<file path="config.mk">
export PLATFORM = sky130hd
export DESIGN_NAME = tcc_top
export DESIGN_NICKNAME = d
export VERILOG_FILES = /design/src/tcc_pkg.sv /design/src/tcc_unit.sv /design/src/tcc_top.sv
export SDC_FILE = /design/constraint.sdc
export NUM_CORES = 1
export LEC_CHECK = 0
export BUFFER_PORTS_ARGS = -buffer_cell sky130_fd_sc_hd__buf_2
export CAP_MARGIN = 25
export CORE_ASPECT_RATIO = 2
export CORE_MARGIN = 4
export CORE_UTILIZATION = 40
export DETAILED_ROUTE_END_ITERATION = 16
export PLACE_DENSITY_LB_ADDON = 0.1
export SLEW_MARGIN = 30
export SYNTH_ARGS = -nofsm -noshare
export SYNTH_HDL_FRONTEND = slang
export SYNTH_SLANG_ARGS = --single-unit
</file>
<file path="constraint.sdc">
create_clock -name REF_CLK -period 5.34 [get_ports REF_CLK]
set_clock_uncertainty 0.2 [all_clocks]
set_input_delay 1.335 -clock REF_CLK [delete_from_list [all_inputs] [get_ports REF_CLK]]
set_output_delay 1.335 -clock REF_CLK [all_outputs]
set_load 0.01 [all_outputs]
</file>
<file path="src/tcc_pkg.sv">
package tcc_pkg;
	localparam int TCC_CHANNELS = 5;
	localparam int TCC_UNITS = 10;
	localparam int TCC_WIDTH = 16;
	localparam int TCC_ADDR_W = 5;
	localparam int TCC_FIRST_SHADOW_CH = 3;
	localparam logic [15:0] TCC_GR_RESET = 16'hFFFF;
	localparam logic [15:0] TCC_SHADOW_RESET = 16'hFFFF;
	// Register indices on the CPU bus
	localparam logic [4:0] TCC_IDX_GR_BASE = 5'h00;
	localparam logic [4:0] TCC_IDX_SHADOW_BASE = 5'h0A;
	localparam logic [4:0] TCC_IDX_IOCTL_BASE = 5'h10;
	localparam logic [4:0] TCC_IDX_FUNC = 5'h15;
	localparam logic [4:0] TCC_IDX_FLAG_BASE = 5'h18;
	// I/O control field: low nibble for A, high nibble for B
	localparam int TCC_IOCTL_B_POS = 4;
	localparam int TCC_IOCTL_FIELD_W = 3;
	localparam logic [1:0] TCC_OUT_NONE = 2'b00;
	localparam logic [1:0] TCC_OUT_LOW = 2'b01;
	localparam logic [1:0] TCC_OUT_HIGH = 2'b10;
	localparam logic [1:0] TCC_OUT_TOGGLE = 2'b11;
	localparam logic [1:0] TCC_EDGE_RISE = 2'b00;
	localparam logic [1:0] TCC_EDGE_FALL = 2'b01;
	localparam logic [7:0] TCC_IOCTL_RESET = 8'h00;
	localparam logic [3:0] TCC_FUNC_RESET = 4'h0;
	typedef struct packed {
		logic capture;
		logic [1:0] sel;
	} tcc_cfg_type;
	typedef struct packed {
		logic [1:0] be;
		logic [15:0] data;
	} tcc_wr_type;
endpackage

</file>
<file path="src/tcc_unit.sv">
`timescale 1ns/1ps
module tcc_unit
	import tcc_pkg::*;
#(
	parameter bit HAS_SHADOW = 1'b0
) (
	input wire logic clk, // Timer clock
	input wire logic rst_n, // Async reset
	input wire logic ce, // Clock enable
	input wire logic standby, // Synchronous re-init
	input wire logic [15:0] counter, // Channel counter
	input wire tcc_cfg_type cfg, // Role and edge/output select
	input wire logic pwm, // Channel in a PWM mode
	input wire logic cap_sync, // Synchronised capture pin
	input wire logic shadow_en, // Buffer mode enable
	input wire tcc_wr_type gr_wr, // CPU write to general register
	input wire tcc_wr_type sh_wr, // CPU write to shadow register
	output logic [15:0] gr_r, // General register
	output logic [15:0] sh_r, // Shadow register
	output logic event_pulse, // Match or capture this cycle
	output logic pin_r, // Compare output level
	output logic pin_oe_n_r // Low while driving the pin
);
	logic capture_role;
	logic cap_prev_r;
	logic eq_prev_r;
	logic eq;
	logic match;
	logic cap_edge;
	logic [15:0] gr_nxt;
	logic [15:0] sh_nxt;

	// PWM modes ignore the capture bit of the I/O control setting
	assign capture_role = cfg.capture && !pwm;
	assign eq = (counter == gr_r);
	// Only the first cycle of equality counts, so a stalled counter gives one event
	assign match = !capture_role && eq && !eq_prev_r;
	always_comb begin
		case (cfg.sel)
			TCC_EDGE_RISE: cap_edge = cap_sync && !cap_prev_r;
			TCC_EDGE_FALL: cap_edge = !cap_sync && cap_prev_r;
			default: cap_edge = cap_sync != cap_prev_r;
		endcase
	end
	assign event_pulse = match || (capture_role && cap_edge);

	always_comb begin
		gr_nxt = gr_r;
		if (gr_wr.be[1])
			gr_nxt[15:8] = gr_wr.data[15:8];
		if (gr_wr.be[0])
			gr_nxt[7:0] = gr_wr.data[7:0];
		if (capture_role && cap_edge) begin
			gr_nxt = counter;
		end else if (match && HAS_SHADOW && shadow_en) begin
			gr_nxt = sh_r;
		end
	end

	always_comb begin
		sh_nxt = sh_r;
		if (sh_wr.be[1])
			sh_nxt[15:8] = sh_wr.data[15:8];
		if (sh_wr.be[0])
			sh_nxt[7:0] = sh_wr.data[7:0];
		// Shadow follows the role of its general register
		if (capture_role && cap_edge && shadow_en)
			sh_nxt = gr_r;
	end

	always_ff @(posedge clk or negedge rst_n) begin
		if (!rst_n) begin
			gr_r <= TCC_GR_RESET;
			eq_prev_r <= 1'b0;
			cap_prev_r <= 1'b0;
		end else if (ce) begin
			if (standby) begin
				gr_r <= TCC_GR_RESET;
				eq_prev_r <= 1'b0;
				cap_prev_r <= 1'b0;
			end else begin
				gr_r <= gr_nxt;
				eq_prev_r <= eq && !capture_role;
				cap_prev_r <= cap_sync;
			end
		end
	end

	always_ff @(posedge clk or negedge rst_n) begin
		if (!rst_n) begin
			sh_r <= TCC_SHADOW_RESET;
		end else if (ce) begin
			if (standby || !HAS_SHADOW)
				sh_r <= TCC_SHADOW_RESET;
			else
				sh_r <= sh_nxt;
		end
	end

	always_ff @(posedge clk or negedge rst_n) begin
		if (!rst_n) begin
			pin_r <= 1'b0;
			pin_oe_n_r <= 1'b1;
		end else if (ce) begin
			pin_oe_n_r <= standby || capture_role || pwm || cfg.sel == TCC_OUT_NONE;
			if (standby) begin
				pin_r <= 1'b0;
			end else if (match) begin
				case (cfg.sel)
					TCC_OUT_LOW: pin_r <= 1'b0;
					TCC_OUT_HIGH: pin_r <= 1'b1;
					TCC_OUT_TOGGLE: pin_r <= !pin_r;
					default: pin_r <= pin_r;
				endcase
			end
		end
	end
endmodule

</file>
<file path="src/tcc_top.sv">
`timescale 1ns/1ps
// How it works
// - Each of five channels holds two 16-bit general registers, A and B.
// - Each general register is compare or capture, chosen by I/O control.
// - Compare role: equality with the channel counter sets the A/B flag.
// - Compare output enabled: drive the configured level on the pin at match.
// - Capture role: valid edge latches the counter and sets the flag together.
// - I/O control chooses rising, falling or both capture edges.
// - A channel in any PWM mode compares only and never drives its pins; I/O control still sets the output level at match.
// - All general and shadow registers take word or byte accesses.
// - Reset or standby: general registers compare, no output, all ones.
// - Channels 3 and 4 each have shadow registers A and B.
// - Four function control bits enable buffering per register pair.
// - A shadow register takes the role of its general register.
// - Buffered compare: shadow copies into the general register at match.
// - Reset or standby loads every shadow register with all ones.
module tcc_top
	import tcc_pkg::*;
(
	input wire logic REF_CLK, // 40 MHz timer clock
	input wire logic RESETN, // Async reset, active low
	input wire logic CLK_EN, // Freezes all state when low
	input wire logic STANDBY, // Standby entry, re-initialises
	input wire logic [TCC_CHANNELS*TCC_WIDTH-1:0] COUNTERS, // Channel counters
	input wire logic [TCC_CHANNELS-1:0] PWM_MODE, // Channel runs a PWM mode
	input wire logic [TCC_UNITS-1:0] TIOC_IN, // Pin levels, A then B per channel
	output logic [TCC_UNITS-1:0] TIOC_OUT, // Compare output levels
	output logic [TCC_UNITS-1:0] TIOC_OE_N, // Low while driving
	output logic [TCC_UNITS-1:0] FLAG_SET, // Match/capture event pulses
	input wire logic [TCC_ADDR_W-1:0] BUS_ADDR, // Register index
	input wire logic BUS_WE, // Write strobe
	input wire logic [1:0] BUS_BE, // Byte enables, 1 upper, 0 lower
	input wire logic [15:0] BUS_WDATA, // Write data
	output logic [15:0] BUS_RDATA // Read data, one cycle after address
);
	logic [TCC_UNITS-1:0] sync1_r;
	logic [TCC_UNITS-1:0] sync2_r;
	logic [15:0] gr_val [TCC_UNITS];
	logic [15:0] sh_val [TCC_UNITS];
	logic [TCC_UNITS-1:0] ev;
	logic [7:0] ioctl_r [TCC_CHANNELS];
	logic [3:0] func_r;
	logic [1:0] flag_r [TCC_CHANNELS];
	logic [15:0] rdata_nxt;
	logic [15:0] rdata_r;

	// Pins are asynchronous to the timer clock
	always_ff @(posedge REF_CLK or negedge RESETN) begin
		if (!RESETN) begin
			sync1_r <= '0;
			sync2_r <= '0;
		end else if (CLK_EN) begin
			sync1_r <= TIOC_IN;
			sync2_r <= sync1_r;
		end
	end

	genvar i;
	generate
		for (i = 0; i < TCC_UNITS; i++) begin : g_unit
			localparam int CH = i / 2;
			localparam int AB = i % 2;
			localparam bit SH = CH >= TCC_FIRST_SHADOW_CH;
			localparam logic [4:0] GR_IDX = TCC_IDX_GR_BASE + 5'(i);
			localparam logic [4:0] SH_IDX = TCC_IDX_SHADOW_BASE
				+ 5'((i - 2 * TCC_FIRST_SHADOW_CH) & 3);
			tcc_cfg_type cfg;
			tcc_wr_type gr_wr;
			tcc_wr_type sh_wr;
			logic sh_en;
			assign cfg = ioctl_r[CH][AB*TCC_IOCTL_B_POS +: TCC_IOCTL_FIELD_W];
			assign gr_wr.be = (BUS_WE && BUS_ADDR == GR_IDX) ? BUS_BE : 2'b00;
			assign gr_wr.data = BUS_WDATA;
			assign sh_wr.be = (SH && BUS_WE && BUS_ADDR == SH_IDX) ? BUS_BE : 2'b00;
			assign sh_wr.data = BUS_WDATA;
			assign sh_en = SH && func_r[(i - 2 * TCC_FIRST_SHADOW_CH) & 3];
			tcc_unit #(
				.HAS_SHADOW(SH)
			) u_unit (
				.clk(REF_CLK),
				.rst_n(RESETN),
				.ce(CLK_EN),
				.standby(STANDBY),
				.counter(COUNTERS[CH*TCC_WIDTH +: TCC_WIDTH]),
				.cfg(cfg),
				.pwm(PWM_MODE[CH]),
				.cap_sync(sync2_r[i]),
				.shadow_en(sh_en),
				.gr_wr(gr_wr),
				.sh_wr(sh_wr),
				.gr_r(gr_val[i]),
				.sh_r(sh_val[i]),
				.event_pulse(ev[i]),
				.pin_r(TIOC_OUT[i]),
				.pin_oe_n_r(TIOC_OE_N[i])
			);
		end
	endgenerate

	assign FLAG_SET = ev & {TCC_UNITS{CLK_EN}};

	genvar c;
	generate
		for (c = 0; c < TCC_CHANNELS; c++) begin : g_chan
			localparam logic [4:0] IO_IDX = TCC_IDX_IOCTL_BASE + 5'(c);
			localparam logic [4:0] FL_IDX = TCC_IDX_FLAG_BASE + 5'(c);
			always_ff @(posedge REF_CLK or negedge RESETN) begin
				if (!RESETN) begin
					ioctl_r[c] <= TCC_IOCTL_RESET;
				end else if (CLK_EN) begin
					if (STANDBY)
						ioctl_r[c] <= TCC_IOCTL_RESET;
					else if (BUS_WE && BUS_BE[0] && BUS_ADDR == IO_IDX)
						ioctl_r[c] <= BUS_WDATA[7:0];
				end
			end
			// Write one to clear; a new event in the same cycle wins
			always_ff @(posedge REF_CLK or negedge RESETN) begin
				if (!RESETN) begin
					flag_r[c] <= 2'b00;
				end else if (CLK_EN) begin
					if (STANDBY)
						flag_r[c] <= 2'b00;
					else if (BUS_WE && BUS_BE[0] && BUS_ADDR == FL_IDX)
						flag_r[c] <= (flag_r[c] & ~BUS_WDATA[1:0]) | ev[2*c +: 2];
					else
						flag_r[c] <= flag_r[c] | ev[2*c +: 2];
				end
			end
		end
	endgenerate

	always_ff @(posedge REF_CLK or negedge RESETN) begin
		if (!RESETN) begin
			func_r <= TCC_FUNC_RESET;
		end else if (CLK_EN) begin
			if (STANDBY)
				func_r <= TCC_FUNC_RESET;
			else if (BUS_WE && BUS_BE[0] && BUS_ADDR == TCC_IDX_FUNC)
				func_r <= BUS_WDATA[3:0];
		end
	end

	always_comb begin
		rdata_nxt = '0;
		for (int k = 0; k < TCC_UNITS; k++) begin
			if (BUS_ADDR == TCC_IDX_GR_BASE + 5'(k))
				rdata_nxt = gr_val[k];
		end
		for (int k = 0; k < 4; k++) begin
			if (BUS_ADDR == TCC_IDX_SHADOW_BASE + 5'(k))
				rdata_nxt = sh_val[2 * TCC_FIRST_SHADOW_CH + k];
		end
		for (int k = 0; k < TCC_CHANNELS; k++) begin
			if (BUS_ADDR == TCC_IDX_IOCTL_BASE + 5'(k))
				rdata_nxt = {8'h00, ioctl_r[k]};
			if (BUS_ADDR == TCC_IDX_FLAG_BASE + 5'(k))
				rdata_nxt = {14'h0000, flag_r[k]};
		end
		if (BUS_ADDR == TCC_IDX_FUNC)
			rdata_nxt = {12'h000, func_r};
	end

	always_ff @(posedge REF_CLK or negedge RESETN) begin
		if (!RESETN)
			rdata_r <= '0;
		else if (CLK_EN)
			rdata_r <= rdata_nxt;
	end
	assign BUS_RDATA = rdata_r;
endmodule

</file>
==> results by group <==
Outcome
  • Outcome: complete, no violations

Finish
  • Most frequent cells in the layout: 333 x nor2_1, 244 x nand2_1, 234 x dfstp_2
  • Fill cells: 5534
  • Syn-to-layout area delta: 12.60%
  • Nets: 2723
  • Multi-input combinational cell area: 12580 um2
  • FF+latch area: 9151 um2
  • Most common cell after layout, fill and taps aside: nor2_1
  • Ratio of cells with drive above 1 in the final layout: 0.2513
  • Post-route cell area: 25730 um2
  • Non-filler cells, final: 3349

Floorplanning
  • Row cnt: 123
  • DIE AREA: 61250 um2
  • Die Wd: 177.0 um
  • Core Footprint: 56480 um2
  • Ports: 169
  • Starting Density: 0.4046
  • Chip height: 346.0 um

Routing
  • WL/cell: 30.44 um
  • Via count: 21.25k
  • Antenna Nets Post-Route: 0
  • Routed vias/inst: 6.345
  • Overall routed net length: 101900 um
  • Iter 0 DRT Violations: 2033
  • Length of the first detailed-routing pass in iterations: 6
  • DR DRC count: 0

Critical path
  • Worst setup SP type: primary input
  • FF-to-FF End: g_unit[7].u_unit.sh_r[10]
  • CP Max Fanout: 4
  • Nature of the critical path endpoint: output pin
  • R2R depth: 9
  • Reg2Reg Setup Slack: 1.75 ns
  • Slowest CP cell: nor3_1
  • R2R Path Start: g_unit[7].cfg[0]
  • WS Path Type: primary input to output pin
  • Worst path cell trace: buf_2, xor2_1, nor4_1, o211ai_1, nor3_1, nor2_1, nor2_1, buf_2
  • Worst Path Required: 3.81 ns
  • Critical path's largest stage delay: 0.57 ns
  • Crit path DAT: 3.32 ns

Synthesis
  • Top_reg_cell synth: dfstp_2
  • Seq/Total Area, Yosys: 0.4005
  • Avg Cell Area, Syn: 9.170 um2
  • Post-synth net total: 2651
  • Yosys reg bits: 354
  • Unique cell type count in the Yosys netlist: 83
  • EDFF count, synth: 0
  • Yosys warnings: 0
  • Mapped Cells: 2492
  • Asr flop ratio synth: 1.000
  • Mapped cell area: 22850 um2

Timing
  • Final Cycle Share: 0.9087
  • Period minus WS final: 4.852 ns
  • Relative slew slack: 0.3128
  • Fin. max-slew vios: 0
  • TNS Setup: 0 ns
  • # setup viols final: 0
  • RSZ-0062 raised after global routing: no
  • Slew @ Worst Pin: 1.005 ns
  • Final Hold Viols: 0
  • PnR worst setup slack: 0.4876 ns
  • Highest achievable clock rate: 0.2061 GHz

Global routing
  • Vias in the first global route: 21.84k
  • Met1 usage in global routing: 0.3794
  • All-layer global routing usage: 0.3246
  • Largest net degree at the start of global routing: 129
  • First-pass GRT wire length: 148700 um
  • Initial antenna violation count: 7
  • Met3 Use GR: 0.04519
  • Met2 usage: 0.5314
  • Global routing's busiest layer: met2
  • Gr ovfl total: 0

Clock tree
  • Number of hold buffers added after cts: 0
  • Worst skew pair latency: 0.58 ns
  • Post-CTS Repair Setup Buffers: 0
  • CTS root buf: clkbuf_16
  • Max clock buf depth: 3
  • CTS resizes: 0
  • Num CTS Buffers: 39
  • H-tree levels: 2
  • CTS Sinks: 354
  • Clock-pin transition on the worst setup and hold timing paths: 0.07 ns
  • CTS tree: built

Min path
  • Hold Startpoint: sync1_r[8]
  • Min-delay worst type: flip-flop to flip-flop
  • Hold path depth: 2
  • Hold Path End: sync2_r[8]

Pwr
  • Static Leak: 9.965 nW
  • PD cells: 314.0 nW/um2
  • Maximum VDD drop: 0.0002031 V

Place
  • Placed Area: 24400 um2
  • Count of port buffers added during placement: 168
  • Post-DP HPWL: 74680 um
  • Worst slack at placement: 0.6333 ns
  • Global placer's final weighted congestion: 0.9540
  • Post-Place Cells: 3273

Run
  • Max-cap violation count: 0
## cell type report
cell class	instances	share of cell area
sequential	354	0.3557
tap	750	0.03647
timing repair buffer	241	0.05690
antenna	4	0.0003890
multi-input combinational	1856	0.4890
clock buffer	49	0.04172
clock inverter	23	0.009142
inverter	72	0.01070
## critical path: cells and delay by family
family | cells | cell delay (ns)
and+or+nand+nor | 4 | 1.32
AOI/OAI and AO/OA | 1 | 0.19
buffers and inverters | 2 | 0.30
xor gates and xnor gates | 1 | 0.17
## metrics by stage
step	power (mW)	util	hold WS, ns
after floorplan	4.395	-	0.2492
after global routing	8.367	0.4555	0.3108
after CTS	8.098	0.4551	0.2917
after global placement	5.162	0.4319	0.2670
final	8.079	0.4556	0.2884
after detailed placement	5.198	0.4319	0.2755
## state kept, by name, summed over array words and instances (netlist names)
name	cells
BUS_RDATA	16
flag_r	10
func_r	4
g_unit.cfg	30
g_unit.u_unit.cap_prev_r	10
g_unit.u_unit.eq_prev_r	10
g_unit.u_unit.gr_r	160
g_unit.u_unit.pin_oe_n_r	10
g_unit.u_unit.pin_r	10
g_unit.u_unit.sh_r	64
ioctl_r	10
sync1_r	10
sync2_r	10
## worst max-delay path by stage
stage,to,depth (start not counted),slack [ns],from
floorplan,FLAG_SET[6],5,1.08,CLK_EN
global placement,FLAG_SET[2],9,0.60,COUNTERS[29]
detailed placement,FLAG_SET[2],9,0.63,COUNTERS[29]
global route,FLAG_SET[1],8,0.45,COUNTERS[13]
finish,FLAG_SET[1],8,0.49,COUNTERS[13]
CTS,FLAG_SET[2],9,0.62,COUNTERS[29]
## cells by family (layout without fill, tap and decap cells)
family | after synthesis | after routing | synth area share
other | 0 | 4 | 0
and+or+nand+nor | 867 | 867 | 0.1700
buffers and inverters | 282 | 385 | 0.05191
muxes | 205 | 205 | 0.09916
DFF | 354 | 354 | 0.4005
adders and majority gates | 36 | 36 | 0.01971
AOI/OAI and AO/OA | 587 | 587 | 0.1971
xor gates and xnor gates | 161 | 161 | 0.06171
## routing by layer
metal  routed length [um]  share of wire  vias to the layer above
li1                     -              -                     9300
met1                36940           0.36                    10470
met2                48290           0.47                     1139
met5                   41        0.00040                        -
met4                10020          0.098                        6
met3                 6651          0.065                      329
## report_power, final
group	leakage (nW)	switching [mW]	internal, mW
sequential	4.02	0.443	3.16
clock	0.651	1.26	1.63
combinational	5.29	0.978	0.604
total	9.97	2.68	5.40
## synthesized netlist by cell type, types with 46 or more instances
master      n  share of area
nand3_1    50          0.011
xor2_1    123          0.047
nor4_1     60          0.016
a41oi_1    64          0.025
a31oi_1   116          0.032
dfrtp_1   120           0.13
mux2i_1   142          0.062
o21ai_0    56          0.012
nor3_1     82          0.018
nand2_1   244          0.040
inv_1      70          0.011
clkbuf_1  143          0.023
a21oi_1    46          0.010
dfstp_2   234           0.27
nor2_1    333          0.055
No activity file was read; power rests on OpenSTA's default activity.
